===== config.mk =====
export PLATFORM = sky130hd
export DESIGN_NAME = synth_cfg_device_flat
export DESIGN_NICKNAME = d
export VERILOG_FILES = /design/src/inc/synth_cfg_pkg.sv /design/src/inc/synth_cfg_if.sv /design/src/synth_cfg_device.sv /design/src/flat_wrapper.sv
export VERILOG_INCLUDE_DIRS = /design/src /design/src/inc
export SDC_FILE = /design/constraint.sdc
export NUM_CORES = 1
export LEC_CHECK = 0
export BUFFER_PORTS_ARGS = -buffer_cell sky130_fd_sc_hd__buf_2
export CELL_PAD_IN_SITES_DETAIL_PLACEMENT = 1
export CELL_PAD_IN_SITES_GLOBAL_PLACEMENT = 1
export CORE_MARGIN = 5
export CORE_UTILIZATION = 47
export CTS_CLUSTER_SIZE = 12
export DETAILED_ROUTE_END_ITERATION = 8
export HOLD_SLACK_MARGIN = 0.1
export PLACE_DENSITY_LB_ADDON = 0.12
export SLEW_MARGIN = 20
export SYNTH_ARGS = -nofsm -noshare
export SYNTH_HDL_FRONTEND = slang
export SYNTH_SLANG_ARGS = --single-unit

===== constraint.sdc =====
create_clock -name ref_clk -period 3.2 [get_ports ref_clk]
set_input_delay 0.32 -clock ref_clk [delete_from_list [all_inputs] [get_ports ref_clk]]
set_output_delay 0.32 -clock ref_clk [all_outputs]
set_load 0.01 [all_outputs]

===== src/inc/synth_cfg_regs.svh =====
/*
  Register constants for the synthesizer configuration words three to five.
  Assumes 32-bit serial words with the 3-bit select code in bits [2:0].
*/
`ifndef SYNTH_CFG_REGS_SVH
`define SYNTH_CFG_REGS_SVH

// -----------------------------------------------------------------------
// Select codes
// -----------------------------------------------------------------------
`define SEL_LOCK_CFG 3'h2
`define SEL_FRAC_LOW 3'h3
`define SEL_DIV_PATH 3'h4
`define SEL_MOD_LOW 3'h5

// -----------------------------------------------------------------------
// Field positions
// -----------------------------------------------------------------------
`define SEL_LSB 0
`define LOW20_LSB 3
`define CLKDIV_LSB 3
`define BSDIV_LSB 15
`define VCOOFF_BIT 23
`define MUTE_BIT 24
`define EXTEN_BIT 25
`define DIVSEL_BIT 26
`define ROUTE_BIT 27
`define RFOE_BIT 28
`define PWR_LSB 29
`define LDMODE_LSB 23
`define LDCNT_BIT 3
`define LDPREC_BIT 4

// -----------------------------------------------------------------------
// Reset values and timing counts
// -----------------------------------------------------------------------
`define FRAC_LOW_RST 20'h00000
`define FRAC_HIGH_RST 12'h000
`define MOD_LOW_RST 20'h00002
`define MOD_HIGH_RST 12'h000
`define CLKDIV_RST 12'h001
`define BSDIV_RST 8'h01
`define PWR_RST 2'h2
`define LDMODE_RST 2'h1
`define LOCK_CNT_SLOW 6'h28
`define LOCK_CNT_FAST 6'h05
`define SCLK_HALF 4'h4
`define WORD_BITS 6'h20

`endif


===== src/inc/synth_cfg_pkg.sv =====
/*
  Types for the configuration link; only the device end uses them.
  Assumes the constant header is included by each user.
*/
package synth_cfg_pkg;
  typedef logic [31:0] word_type;
  typedef enum logic [1:0] {
    PIN_LOW0 = 2'b00,
    PIN_LOCK = 2'b01,
    PIN_LOW2 = 2'b10,
    PIN_HIGH = 2'b11
  } lock_pin_mode_type;
endpackage


===== src/inc/synth_cfg_if.sv =====
/*
  Three-wire serial programming link between host and synthesizer.
  Assumes both ends run on the same ref_clk.
*/
`timescale 1ns/10ps
`default_nettype none
interface synth_cfg_if;
  logic serClk;
  logic serData;
  logic serLoad;
  modport host (output serClk, output serData, output serLoad);
  modport device (input serClk, input serData, input serLoad);
endinterface
`default_nettype wire


===== src/synth_cfg_device.sv =====
/*
  Synthesizer configuration registers three to five, with the lock settings
  of word two, loaded from a serial shift register.
  Assumes the link pins are asynchronous to ref_clk and that the lock
  comparison pulses come from the phase detector on ref_clk.
*/
`timescale 1ns/10ps
`default_nettype none
`include "synth_cfg_regs.svh"
module synth_cfg_device (
  // Clock and reset
  input wire logic ref_clk,
  input wire logic reset_n,
  // Serial link
  synth_cfg_if.device link,
  // Fraction and modulus high parts from words zero and one
  input wire logic [11:0] fracHigh,
  input wire logic [11:0] modHigh,
  // Analog side events
  input wire logic refPulse,
  input wire logic pfdPulse,
  input wire logic pfdInWindow,
  // Decoded outputs
  output logic [31:0] fracValue,
  output logic [31:0] modValue,
  output logic [11:0] clockDividerValue,
  output logic [7:0] bandSelectDivider,
  output logic bandClkPulse,
  output logic vcoPowerOff,
  output logic rfMuted,
  output logic extInputEnable,
  output logic divFromExternal,
  output logic extInputRoute,
  output logic rfOutputEnable,
  output logic [1:0] outputPowerLevel,
  output logic lockPin,
  output logic digitalLock
);

  // -----------------------------------------------------------------------
  // Pin synchronisers
  // -----------------------------------------------------------------------
  // Three stages; a change counts only when stages two and three agree.
  logic [2:0] clkSync_q, datSync_q, ldSync_q;
  logic clkStable_q, ldStable_q;
  always_ff @(posedge ref_clk or negedge reset_n) begin
    if (!reset_n) begin
      clkSync_q <= 3'h0;
      datSync_q <= 3'h0;
      ldSync_q <= 3'h0;
    end else begin
      clkSync_q <= {clkSync_q[1:0], link.serClk};
      datSync_q <= {datSync_q[1:0], link.serData};
      ldSync_q <= {ldSync_q[1:0], link.serLoad};
    end
  end

  // Filtered levels track only agreed values.
  always_ff @(posedge ref_clk or negedge reset_n) begin
    if (!reset_n) begin
      clkStable_q <= 1'b0;
      ldStable_q <= 1'b0;
    end else begin
      if (clkSync_q[1] == clkSync_q[2]) clkStable_q <= clkSync_q[2];
      if (ldSync_q[1] == ldSync_q[2]) ldStable_q <= ldSync_q[2];
    end
  end

  wire clkRise = (clkSync_q[1] == clkSync_q[2]) && clkSync_q[2] && !clkStable_q;
  wire ldRise = (ldSync_q[1] == ldSync_q[2]) && ldSync_q[2] && !ldStable_q;

  // -----------------------------------------------------------------------
  // Shift register
  // -----------------------------------------------------------------------
  // MSB first; a bit count guards against short words.
  logic [31:0] shift_q;
  logic [5:0] bitCnt_q;
  always_ff @(posedge ref_clk or negedge reset_n) begin
    if (!reset_n) begin
      shift_q <= 32'h0;
      bitCnt_q <= 6'h0;
    end else if (ldRise) begin
      bitCnt_q <= 6'h0;
    end else if (clkRise) begin
      shift_q <= {shift_q[30:0], datSync_q[2]};
      if (bitCnt_q != `WORD_BITS) bitCnt_q <= bitCnt_q + 6'h1;
    end
  end

  // Decode of the select code on a complete word.
  wire wordDone = ldRise && (bitCnt_q == `WORD_BITS);
  wire [2:0] selCode = shift_q[`SEL_LSB +: 3];
  wire wrLock = wordDone && (selCode == `SEL_LOCK_CFG);
  wire wrFrac = wordDone && (selCode == `SEL_FRAC_LOW);
  wire wrDiv = wordDone && (selCode == `SEL_DIV_PATH);
  wire wrMod = wordDone && (selCode == `SEL_MOD_LOW);

  // -----------------------------------------------------------------------
  // Configuration registers
  // -----------------------------------------------------------------------
  logic [19:0] fracLow_q, modLow_q;
  logic [11:0] clkDiv_q;
  logic [7:0] bsDiv_q;
  logic vcoOff_q, mute_q, extEn_q, divSel_q, route_q, rfOe_q;
  logic [1:0] pwr_q, ldMode_q;
  logic ldCntSel_q;
  // Each word loads only its own fields, so words may arrive in any order.
  // The precision bit of word two only narrows the window that drives pfdInWindow, so it is not stored here.
  always_ff @(posedge ref_clk or negedge reset_n) begin
    if (!reset_n) begin
      fracLow_q <= `FRAC_LOW_RST;
      modLow_q <= `MOD_LOW_RST;
      clkDiv_q <= `CLKDIV_RST;
      bsDiv_q <= `BSDIV_RST;
      {vcoOff_q, mute_q, extEn_q, divSel_q, route_q, rfOe_q} <= 6'h0;
      pwr_q <= `PWR_RST;
      ldMode_q <= `LDMODE_RST;
      ldCntSel_q <= 1'b0;
    end else begin
      if (wrFrac) fracLow_q <= shift_q[`LOW20_LSB +: 20];
      if (wrMod) begin
        modLow_q <= shift_q[`LOW20_LSB +: 20];
        ldMode_q <= shift_q[`LDMODE_LSB +: 2];
      end
      if (wrDiv) begin
        clkDiv_q <= shift_q[`CLKDIV_LSB +: 12];
        bsDiv_q <= shift_q[`BSDIV_LSB +: 8];
        vcoOff_q <= shift_q[`VCOOFF_BIT];
        mute_q <= shift_q[`MUTE_BIT];
        extEn_q <= shift_q[`EXTEN_BIT];
        divSel_q <= shift_q[`DIVSEL_BIT];
        route_q <= shift_q[`ROUTE_BIT];
        rfOe_q <= shift_q[`RFOE_BIT];
        pwr_q <= shift_q[`PWR_LSB +: 2];
      end
      if (wrLock) begin
        ldCntSel_q <= shift_q[`LDCNT_BIT];
      end
    end
  end

  // -----------------------------------------------------------------------
  // Band-select clock divider
  // -----------------------------------------------------------------------
  // A zero divider wraps every 256 reference pulses; the host must never write it.
  logic [7:0] bsCnt_q;
  wire bsWrap = refPulse && (bsCnt_q >= bsDiv_q - 8'h1);
  always_ff @(posedge ref_clk or negedge reset_n) begin
    if (!reset_n) bsCnt_q <= 8'h0;
    else if (bsWrap) bsCnt_q <= 8'h0;
    else if (refPulse) bsCnt_q <= bsCnt_q + 8'h1;
  end

  // -----------------------------------------------------------------------
  // Digital lock detect
  // -----------------------------------------------------------------------
  // The window width itself is analog; only the run length is counted here.
  logic [5:0] runCnt_q;
  wire [5:0] runNeed = ldCntSel_q ? `LOCK_CNT_FAST : `LOCK_CNT_SLOW;
  always_ff @(posedge ref_clk or negedge reset_n) begin
    if (!reset_n) runCnt_q <= 6'h0;
    else if (pfdPulse && !pfdInWindow) runCnt_q <= 6'h0;
    else if (pfdPulse && runCnt_q < runNeed) runCnt_q <= runCnt_q + 6'h1;
  end
  wire lockNow = (runCnt_q >= runNeed);

  // Lock pin selection from the mode field.
  wire pinNext = (ldMode_q == synth_cfg_pkg::PIN_HIGH) ? 1'b1 :
                 (ldMode_q == synth_cfg_pkg::PIN_LOCK) ? lockNow : 1'b0;

  // -----------------------------------------------------------------------
  // Registered outputs
  // -----------------------------------------------------------------------
  // Every output leaves a flop, so the analog side never sees decode glitches.
  always_ff @(posedge ref_clk or negedge reset_n) begin
    if (!reset_n) begin
      fracValue <= {`FRAC_HIGH_RST, `FRAC_LOW_RST};
      modValue <= {`MOD_HIGH_RST, `MOD_LOW_RST};
      clockDividerValue <= `CLKDIV_RST;
      bandSelectDivider <= `BSDIV_RST;
      bandClkPulse <= 1'b0;
      vcoPowerOff <= 1'b0;
      rfMuted <= 1'b0;
      extInputEnable <= 1'b0;
      divFromExternal <= 1'b0;
      extInputRoute <= 1'b0;
      rfOutputEnable <= 1'b0;
      outputPowerLevel <= `PWR_RST;
      lockPin <= 1'b0;
      digitalLock <= 1'b0;
    end else begin
      fracValue <= {fracHigh, fracLow_q};
      modValue <= {modHigh, modLow_q};
      clockDividerValue <= clkDiv_q;
      bandSelectDivider <= bsDiv_q;
      bandClkPulse <= bsWrap;
      vcoPowerOff <= vcoOff_q;
      rfMuted <= mute_q && !lockNow;
      extInputEnable <= extEn_q;
      divFromExternal <= divSel_q && route_q;
      extInputRoute <= route_q;
      rfOutputEnable <= rfOe_q;
      outputPowerLevel <= pwr_q;
      lockPin <= pinNext;
      digitalLock <= lockNow;
    end
  end

endmodule
`default_nettype wire


===== src/flat_wrapper.sv =====
// flat-port wrapper written by rule: the top's interface ports become plain ports
module synth_cfg_device_flat 
  (ref_clk, reset_n, fracHigh, modHigh, refPulse, pfdPulse, pfdInWindow, fracValue, modValue, clockDividerValue, bandSelectDivider, bandClkPulse, vcoPowerOff, rfMuted, extInputEnable, divFromExternal, extInputRoute, rfOutputEnable, outputPowerLevel, lockPin, digitalLock, link_serClk, link_serData, link_serLoad);
  synth_cfg_if link_i ();
  input wire logic ref_clk;
  input wire logic reset_n;
  input wire logic [11:0] fracHigh;
  input wire logic [11:0] modHigh;
  input wire logic refPulse;
  input wire logic pfdPulse;
  input wire logic pfdInWindow;
  output logic [31:0] fracValue;
  output logic [31:0] modValue;
  output logic [11:0] clockDividerValue;
  output logic [7:0] bandSelectDivider;
  output logic bandClkPulse;
  output logic vcoPowerOff;
  output logic rfMuted;
  output logic extInputEnable;
  output logic divFromExternal;
  output logic extInputRoute;
  output logic rfOutputEnable;
  output logic [1:0] outputPowerLevel;
  output logic lockPin;
  output logic digitalLock;
  input wire logic [$bits(link_i.serClk)-1:0] link_serClk;
  input wire logic [$bits(link_i.serData)-1:0] link_serData;
  input wire logic [$bits(link_i.serLoad)-1:0] link_serLoad;
  assign link_i.serClk = link_serClk;
  assign link_i.serData = link_serData;
  assign link_i.serLoad = link_serLoad;
  synth_cfg_device u_core (.ref_clk(ref_clk), .reset_n(reset_n), .link(link_i), .fracHigh(fracHigh), .modHigh(modHigh), .refPulse(refPulse), .pfdPulse(pfdPulse), .pfdInWindow(pfdInWindow), .fracValue(fracValue), .modValue(modValue), .clockDividerValue(clockDividerValue), .bandSelectDivider(bandSelectDivider), .bandClkPulse(bandClkPulse), .vcoPowerOff(vcoPowerOff), .rfMuted(rfMuted), .extInputEnable(extInputEnable), .divFromExternal(divFromExternal), .extInputRoute(extInputRoute), .rfOutputEnable(rfOutputEnable), .outputPowerLevel(outputPowerLevel), .lockPin(lockPin), .digitalLock(digitalLock));
endmodule

==> flow_summary_export.csv, run 1 <==
group,metric,value,unit
synth,synth_top_area_share,68.2,%
timing,timing.fmax,371,MHz
detailed_routing,vias,4553,
clock_network,cts.clk_slew.worst_paths,0.06,ns
place,place_area,0.00896,mm²
global_routing,grtUsageTotal,18.4,%
place,gp_congestion,0.721,
setup_path,path_class,"reg -> reg",
timing,rsz0062_at_grt,"false",
synth,yosysUniqueCellTypes,42,
timing,relSlewSlack,54.0,%
clock_network,insertion_delay,0.50,ns
layout,nNetsFinal,726,
synth,syn_nets,551,
power_and_ir_drop,power_density,623,mW/mm²
floorplan,rows,47,
timing,finalClockSkew,0.0151,ns
place,port_buffers,126,
timing,setup_violations,0,
clock_network,ctsResizeCount,0,
timing,tightest_slew,0.691,ns
clock_network,clockBufferDepth,3,
setup_path,cp-start-kind,"flip-flop",
min_path,hold_class,"in -> reg",
floorplan,die_h,141,µm
detailed_routing,drt-pass1-iter-count,4,
floorplan,start_util,48.1,%
clock_network,cts_max_level,1,
timing,tns,0,ns
flow_run,drv_cap,0,
timing,finalHoldViolCount,0,
layout,areaGrowthSynthToFinish,23.9,%
synth,syn_area,0.00804,mm²
global_routing,antenna_found_initial,1,
synth,ys.flop_type,"dfrtp_1",
global_routing,grt_pass1_vias,5249,
synth,yosysSeqAreaShare,71.1,%
layout,final_cell_area,0.00996,mm²
floorplan,die_area,0.0198,mm²
global_routing,grt-ovfl-total,0,
detailed_routing,ant_nets,0,
detailed_routing,via_per_inst,4.98,
synth,yosys.area.top_type,"dfrtp_1",
detailed_routing,wl_per_cell,19.5,µm
timing,post-route-period-util,84.2,%
floorplan,io_pins,127,
clock_network,root_buffer,"clkbuf_16",
synth,synth_async_sr_flop_share,100,%
synth,syn_avg_cell_area,16.1,µm²
place,dp_hpwl,10.7,mm
floorplan,die_x,141,µm
setup_path,worst_ep_arrival_time,3.06,ns
timing,period_minus_slack,2.69,ns
run_status,status,"complete, no violations",
synth,ys_ff_latch,228,
power_and_ir_drop,finalPower,0.00621,W
power_and_ir_drop,leakage,5.24,nW
clock_network,cts_tree,"done",
setup_path,endpoint_kind,"flip-flop",
floorplan,core_area,0.0167,mm²
clock_network,cts_sinks,228,
synth,yosys-top-cells-area,"dfrtp_1 68%, mux2_2 13%, ha_1 3.0%",
power_and_ir_drop,vdd_drop_max,410,µV
clock_network,cts_buffers,24,
global_routing,grt_max_degree,91,
detailed_routing,drc_errors,0,
setup_path,critPathMaxFanout,7,
synth,synth_cells,500,
timing,drv_slew,0,
synth,synth_edf_count,0,
layout,drive_gt1_share,40.4,%
synth,yosys_warnings,0,
detailed_routing,wl,17.8,mm
setup_path,cp.required,3.56,ns
clock_network,postCtsSetupBuffers,0,
global_routing,grt_pass1_wl,29.1,mm
detailed_routing,first_iter_violations,156,
metrics by stage:
step                utilization [%]  worst slack, ns  std cells  hold slack, ns
detailed placement             53.6            0.638        841           0.336
CTS                            59.6            0.619        913           0.125
floorplan                         -            0.963        500          0.0244
finish                         59.7            0.506        914           0.153
global placement               53.6            0.820        841           0.333
global route                   59.7            0.390        914           0.152
synth_stat cells (all sizes together) (4+ instances only):
master and instances:
ha 19, nand2 14, nor2b 5, inv 14, xnor2 11, nor3 6, nand3 13, dfstp 9
o21ai 10, mux2 101, nand4 4, xor2 5, nand2b 7, buf 11, nor2 24, dfrtp 219
what timing repair did:
action / 4_1_cts / 5_1_grt
hold buffers: 28 / 0
endpoints found under the setup margin: 0 / 0
endpoints found under the hold margin: 112 / 0
report_power, final:
part | leakage, nW | total [W] | internal [W] | switching (W)
Sequential | 3.04 | 0.00319 | 0.00302 | 0.000166
Clock | 0.350 | 0.00257 | 0.00149 | 0.00108
Combinational | 1.85 | 0.000449 | 0.000213 | 0.000236
Total | 5.24 | 0.00621 | 0.00473 | 0.00148
final timing paths:
kind                       cells past startpoint                     endpoint           startpoint  slack, ns
setup / recovery                              10            u_core.bsCnt_q[5]    u_core.bsDiv_q[0]       0.51
hold reg to reg                                0          u_core.clkSync_q[1]  u_core.clkSync_q[0]       0.35
hold / removal                                 3           u_core.runCnt_q[3]          pfdInWindow       0.15
min in group asynchronous                      2         u_core.fracValue[25]              reset_n       0.44
setup reg to reg                              10            u_core.bsCnt_q[5]    u_core.bsDiv_q[0]       0.51
max in group asynchronous                      3  u_core.clockDividerValue[0]              reset_n       1.87
kinds of logic (layout without fill, tap and decap cells):
| family | after synthesis | count (layout) | synth area share, % |
|---|---|---|---|
| compound gates | 26 | 26 | 2.05 |
| xor+xnor | 16 | 16 | 1.74 |
| fa+ha+maj | 19 | 19 | 2.96 |
| buf+inv | 26 | 219 | 1.70 |
| flops | 228 | 228 | 71.1 |
| mux | 102 | 102 | 14.7 |
| other cells | 0 | 1 | 0 |
| simple gates | 83 | 83 | 5.71 |
state kept, by name, summed over array words and instances, names as in the netlist, 8 cells and up:
| name | flops |
|---|---|
| u_core.clockDividerValue | 12 |
| u_core.bsCnt_q | 8 |
| u_core.clkDiv_q | 12 |
| u_core.modValue | 32 |
| u_core.shift_q | 31 |
| u_core.bsDiv_q | 8 |
| u_core.bandSelectDivider | 8 |
| u_core.modLow_q | 20 |
| u_core.fracValue | 32 |
| u_core.fracLow_q | 20 |
final cells by class:
type	count	area [µm²]
inverters	14	52.6
clock buffers	40	702
clock inverters	4	22.5
multi-input cells	246	2190
flip-flops and latches	228	5720
diodes	1	2.50
repair buffers	161	998
fillers	1637	6740
well taps	220	275
cell usage in the layout (no fill, tap or decap), drive strengths merged, types with 2 or more instances in the layout:
cell	n
dfrtp	219
buf	133
mux2	101
clkbuf	40
dlygate4sd3	28
nor2	24
ha	19
inv	14
nand2	14
nand3	13
xnor2	11
o21ai	10
dfstp	9
nand2b	7
nor3	6
xor2	5
nor2b	5
nand4	4
a21oi	3
clkinv	3
a211o	2
a31oi	2
a21o	2
nand4b	2
and3	2
a21boi	2
nor4	2
per-layer routing:
layer | track usage, % | vias to the layer above | wire length [µm]
met2 | 32.5 | 103 | 9310
met5 | 0 | - | 0
met1 | 22.6 | 2353 | 7110
met3 | 4.64 | 28 | 985
li1 | - | 2069 | -
met4 | 4.69 | 0 | 417
worst max-delay path, cell delays in order, from the launching register on:
cell and delay [ns]:
dfstp_2 0.55, inv_1 0.08, ha_1 0.24, nand2_1 0.11, nor3_1 0.07, xnor2_1 0.16, ha_1 0.34, nand4_1 0.16
o311a_1 0.49, nor2b_1 0.28, nor2_1 0.09
No activity file was read; power rests on OpenSTA's default activity.
==> run 2, diff against run 1 <==
Clock period 3.2 ns to 2.7 ns, I/O delays scaled along.
==> run 2 against run 1 <==
Count of clock-buffer cells in the layout fell by 2. Largest power group unchanged. Critical endpoint is now u_core.bsCnt_q[4]. Clock power rose by 25%. Critical path depth fell by 1. Clock skew fell by 0.0051 ns. Cell count rose by 0.11%.
==> flow_summary_export.csv, run 2 (synthesis results as in run 1) <==
group,metric,value,unit
run_status,status,"complete, no violations",
timing,setup_ws,0.232,ns
min_path,whs_path_depth,3,
setup_path,cp_slowest_cell,"dfstp_2",
layout,instances_no_fill,915,
timing,tns,0,ns
power_and_ir_drop,finalPower,0.00752,W
layout,mostFrequentLayoutCell,"dfrtp_1",
setup_path,cp_cell_sequence,"inv_1 -> ha_1 -> xnor2_1 -> ha_1 -> a211o_1 -> a31oi_1 -> o311a_1 -> nand2_1 -> o22ai_1",
power_and_ir_drop,vdd_drop_max,522,µV
place,dp_hpwl,10.4,mm
setup_path,endpoint_kind,"flip-flop",
layout,drive_gt1_share,40.8,%
timing,finalHoldViolCount,0,
flow_run,drv_cap,0,
clock_network,cts_max_level,1,
setup_path,worst_ep_arrival_time,2.87,ns
detailed_routing,wl_per_cell,19.2,µm
layout,final_core_util,60.2,%
detailed_routing,drc_errors,0,
global_routing,grtUsageMet3,3.86,%
clock_network,cts_sinks,228,
place,place_ws,0.219,ns
detailed_routing,via_per_inst,5.00,
layout,final_cell_mix,"219 x dfrtp_1, 125 x buf_2, 90 x mux2_2, 30 x dlygate4sd3_1, 25 x clkbuf_16",
setup_path,worst-r2r-cell-count,9,
layout,regArea,0.00572,mm²
global_routing,grt_use_met2,33.5,%
min_path,hold_class,"in -> reg",
timing,finalClockSkew,0.0100,ns
global_routing,grt_busiest_layer,"met2",
global_routing,grt-ovfl-total,0,
detailed_routing,vias,4579,
clock_network,cts_buffers,24,
global_routing,grt_pass1_wl,28.8,mm
power_and_ir_drop,power_density,748,mW/mm²
global_routing,grt_pass1_vias,5284,
clock_network,root_buffer,"clkbuf_16",
timing,timing.fmax,405,MHz
layout,nNetsFinal,730,
timing,tightest_slew,0.693,ns
setup_path,r2r_setup_slack,0.23,ns
detailed_routing,drt-pass1-iter-count,4,
global_routing,grtUsageMet1,21.6,%
timing,setup_violations,0,
setup_path,cp_slowest_stage_delay,0.54,ns
floorplan,core_area,0.0167,mm²
floorplan,io_pins,127,
timing,post-route-period-util,91.4,%
power_and_ir_drop,leakage,5.28,nW
min_path,holdCritStartpoint,"pfdPulse",
clock_network,clockBufferDepth,3,
place,port_buffers,126,
floorplan,start_util,48.1,%
setup_path,path_class,"reg -> reg",
setup_path,critPathMaxFanout,7,
layout,areaGrowthSynthToFinish,25.1,%
floorplan,die_area,0.0198,mm²
global_routing,grt_max_degree,92,
detailed_routing,wl,17.5,mm
clock_network,insertion_delay,0.50,ns
detailed_routing,first_iter_violations,141,
layout,reg.largest.list,"u_core.fracValue: 32 flops, u_core.modValue: 32 flops, u_core.shift_q: 31 flops",
setup_path,cp-start-kind,"flip-flop",
floorplan,die_x,141,µm
floorplan,rows,47,
min_path,min_to,"u_core.runCnt_q[4]",
timing,drv_slew,0,
global_routing,grtUsageTotal,18.2,%
detailed_routing,ant_nets,0,
layout,multiInputGateArea,0.00220,mm²
clock_network,cts_tree,"done",
place,dp_cells,843,
layout,fillers,1585,
setup_path,crit_top_cell,"ha_1",
timing,relSlewSlack,53.8,%
clock_network,cts.clk_slew.worst_paths,0.06,ns
place,gp_congestion,0.734,
floorplan,die_h,141,µm
timing,rsz0062_at_grt,"false",
global_routing,antenna_found_initial,1,
timing,period_minus_slack,2.47,ns
setup_path,r2r-start,"u_core.bsDiv_q[0]",
clock_network,postCtsSetupBuffers,0,
setup_path,reg2reg_to,"u_core.bsCnt_q[4]",
setup_path,cp.required,3.10,ns
-- run 2: cell types whose count changed in the layout (fill, tap and decap cells not counted), sizes merged --
cell | before | now
dlygate4sd3 | 28 | 30
bufinv | 0 | 2
clkbuf | 40 | 38
buf | 133 | 135
clkinv | 3 | 1
clkinvlp | 1 | 0
-- run 2: final cells by class --
type | instances | area share [%]
clock buffers | 38 | 7.00
multi-input cells | 246 | 21.8
flip-flops and latches | 228 | 56.8
inverters | 14 | 0.522
well taps | 220 | 2.74
repair buffers | 165 | 10.4
clock inverters | 3 | 0.647
diodes | 1 | 0.0249
-- run 2: repair_timing --
action | 4_1_cts | 5_1_grt
endpoints found under the setup margin | 0 | 3
hold endpoints to repair | 116 | 0
resized for setup | 0 | 1
hold buffers | 30 | 0
-- run 2: report_power, final --
part | internal, W | leakage (nW) | switching [W]
clock network | 0.00197 | 0.374 | 0.00125
logic | 0.000254 | 1.87 | 0.000273
registers | 0.00358 | 3.04 | 0.000197
-- run 2: how the worst max path moves through the flow --
stage               cells after the start         startpoint  slack, ns                end
floorplan                              10  u_core.bsDiv_q[0]       0.46  u_core.bsCnt_q[5]
global placement                       10  u_core.bsDiv_q[0]       0.30  u_core.bsCnt_q[7]
detailed placement                     10  u_core.bsDiv_q[0]       0.22  u_core.bsCnt_q[6]
CTS                                    10  u_core.bsDiv_q[0]       0.19  u_core.bsCnt_q[7]
global route                            9  u_core.bsDiv_q[3]       0.06  u_core.bsCnt_q[7]
finish                                  9  u_core.bsDiv_q[0]       0.23  u_core.bsCnt_q[4]
-- run 2: critical path, delay by kind of cell (launching register included) --
kind                     cells  cell delay (ns)
AO/OA/AOI/OAI                4             0.97
XOR/XNOR                     1             0.13
adder cells (fa/ha/maj)      2             0.53
buffers and inverters        1             0.08
flip-flops                   1             0.54
AND/OR/NAND/NOR              1             0.13
-- run 2: stage by stage --
| step | area [µm²] | hold slack (ns) |
|---|---|---|
| floorplan | 8040 | -0.0256 |
| finish | 10100 | 0.123 |
| global route | 10100 | 0.143 |
| CTS | 10100 | 0.107 |
| global placement | 8980 | 0.319 |
| detailed placement | 8980 | 0.337 |
-- run 2: layer usage --
layer	part of all wire, %	routed length (µm)
met1	39	6900
met2	54	9390
met3	5.2	920
met4	1.8	318
met5	0	0
==> run 3, diff against run 2 <==
Settings changed: GPL_TIMING_DRIVEN set to 0, REMOVE_ABC_BUFFERS set to 1.
Clock period 2.7 ns to 2.5 ns, I/O delays scaled along.
==> run 3 against run 2 <==
First-iteration DRC count is 4.3% lower. Maximum frequency increased by 3.0%. Sequential power grew 7.9%. Flip-flop and latch count stayed put. Power rose by 6.9%. Combinational power up 14%. Utilization grew 0.60 points. Count of clock-buffer cells in the layout increased by 3.
==> flow_summary_export.csv, run 3 (synthesis results as in run 1) <==
group,metric,value,unit
run_status,status,"complete, no violations",
timing,period_minus_slack,2.40,ns
clock_network,insertion_delay,0.51,ns
timing,tns,0,ns
power_and_ir_drop,power_density,791,mW/mm²
setup_path,cp.required,2.92,ns
floorplan,rows,47,
floorplan,io_pins,127,
global_routing,grtUsageMet1,21.9,%
timing,setup_ws,0.104,ns
detailed_routing,drt-pass1-iter-count,4,
clock_network,clockBufferDepth,3,
detailed_routing,drc_errors,0,
layout,nNetsFinal,732,
setup_path,cp_top_family,"compound AO/OA/AOI/OAI gates",
place,dp_hpwl,10.9,mm
clock_network,cts_sinks,228,
place,port_buffers,126,
global_routing,grtUsageTotal,18.2,%
setup_path,cp_slowest_stage_delay,0.54,ns
timing,finalHoldViolCount,0,
min_path,hold_class,"in -> reg",
setup_path,r2r-start,"u_core.bsDiv_q[0]",
timing,relSlewSlack,53.3,%
global_routing,grt_pass1_vias,5400,
global_routing,grt_max_degree,106,
detailed_routing,wl_per_cell,19.0,µm
global_routing,grt_use_met2,32.9,%
clock_network,root_buffer,"clkbuf_16",
min_path,holdCritStartpoint,"pfdPulse",
clock_network,cts_buffers,24,
setup_path,cp_slowest_cell,"dfstp_2",
clock_network,cts_tree,"done",
timing,finalClockSkew,0.0152,ns
power_and_ir_drop,leakage,5.33,nW
global_routing,antenna_found_initial,1,
global_routing,grt_pass1_wl,29.0,mm
setup_path,path_class,"reg -> reg",
floorplan,start_util,48.1,%
clock_network,cts.clk_slew.worst_paths,0.06,ns
global_routing,grtUsageMet3,4.27,%
layout,reg.largest.list,"u_core.fracValue: 32 flops, u_core.modValue: 32 flops, u_core.shift_q: 31 flops",
place,place_ws,-0.289,ns
setup_path,critPathMaxFanout,7,
setup_path,crit_buf_inv,1,
global_routing,grt_busiest_layer,"met2",
timing,tightest_slew,0.699,ns
layout,areaGrowthSynthToFinish,26.4,%
timing,post-route-period-util,95.8,%
min_path,min_to,"u_core.runCnt_q[1]",
floorplan,die_area,0.0198,mm²
layout,final_cell_mix,"219 x dfrtp_1, 125 x buf_2, 90 x mux2_2, 30 x dlygate4sd3_1, 24 x clkbuf_16",
detailed_routing,wl,17.5,mm
timing,timing.fmax,417,MHz
detailed_routing,vias,4616,
layout,drive_gt1_share,42.3,%
min_path,whs_path_depth,3,
flow_run,drv_cap,0,
setup_path,reg2reg_to,"u_core.bsCnt_q[4]",
setup_path,r2r_setup_slack,0.10,ns
setup_path,endpoint_kind,"flip-flop",
timing,setup_violations,0,
layout,mostFrequentLayoutCell,"dfrtp_1",
floorplan,die_x,141,µm
layout,final_cell_area,0.0102,mm²
place,gp_congestion,0.755,
power_and_ir_drop,vdd_drop_max,541,µV
place,place_area,0.00903,mm²
clock_network,cts_max_level,1,
setup_path,worst-r2r-cell-count,9,
setup_path,cp_cell_sequence,"inv_1 -> ha_2 -> xnor2_2 -> ha_1 -> a211o_1 -> a31oi_2 -> o311a_4 -> nand2_2 -> o22ai_2",
timing,drv_slew,0,
floorplan,die_h,141,µm
detailed_routing,ant_nets,0,
floorplan,core_area,0.0167,mm²
setup_path,cp-start-kind,"flip-flop",
detailed_routing,first_iter_violations,135,
timing,worst_hold_slack,0.154,ns
global_routing,grt-ovfl-total,0,
setup_path,worst_ep_arrival_time,2.82,ns
detailed_routing,via_per_inst,5.02,
## run 3: cell types whose count changed in the layout (fill, tap and decap cells not counted), sizes merged
cell    delta
buf        +2
bufinv     -2
clkbuf     +3
clkinv     +2
## run 3: metrics by stage
| stage | power [W] | instances | utilization [%] |
|---|---|---|---|
| 6_report | 0.00804 | 920 | 60.8 |
| 5_1_grt | 0.00845 | 920 | 60.8 |
| 4_1_cts | 0.00814 | 918 | 60.6 |
| 3_5_place_dp | 0.00468 | 843 | 54.1 |
| 3_3_place_gp | 0.00461 | 834 | 53.1 |
| 2_1_floorplan | 0.00440 | 488 | - |
## run 3: cell type report
| class | instances | area [µm²] |
|---|---|---|
| inverter | 14 | 52.6 |
| fill | 1617 | 6540 |
| clock inverter | 3 | 26.3 |
| clock buffer | 41 | 734 |
| multi-input combinational | 246 | 2250 |
| timing repair buffer | 167 | 1100 |
| sequential | 228 | 5720 |
| tap | 220 | 275 |
| antenna | 1 | 2.50 |
## run 3: power by group
group          internal, W  leakage [nW]  switching [W]
Combinational     0.000288          1.92       0.000312
Sequential         0.00387          3.04       0.000209
Clock              0.00199         0.373        0.00137
## run 3: timing repair
| action | CTS | global route |
|---|---|---|
| hold endpoints to repair | 252 | 0 |
| pin swaps | 0 | 4 |
| endpoints found under the setup margin | 25 | 11 |
| hold buffers | 30 | 0 |
| resized for setup | 3 | 8 |
| buffers inserted | 1 | 1 |
## run 3: worst max-delay path by stage
| stage | from | endpoint | slack, ns | cells past startpoint |
|---|---|---|---|---|
| floorplan | u_core.ldSync_q[1] | u_core.bsDiv_q[3] | -0.22 | 5 |
| global placement | reset_n | u_core.clkDiv_q[9] | -2.45 | 1 |
| detailed placement | u_core.ldSync_q[1] | u_core.modLow_q[13] | -0.29 | 8 |
| CTS | u_core.ldSync_q[1] | u_core.clkDiv_q[10] | 0.01 | 8 |
| global route | u_core.bsDiv_q[0] | u_core.bsCnt_q[4] | -0.006 | 9 |
| finish | u_core.bsDiv_q[0] | u_core.bsCnt_q[4] | 0.10 | 9 |
## run 3: worst min-delay path, stage by stage
cell and delay [ns]:
buf_2 0.14, nand2_1 0.09, a22o_1 0.13
## run 3: routing by layer
| layer | routed length (µm) | vias up |
|---|---|---|
| li1 | - | 2075 |
| met1 | 6850 | 2412 |
| met2 | 9360 | 99 |
| met3 | 876 | 30 |
| met4 | 388 | 0 |
| met5 | 0 | - |
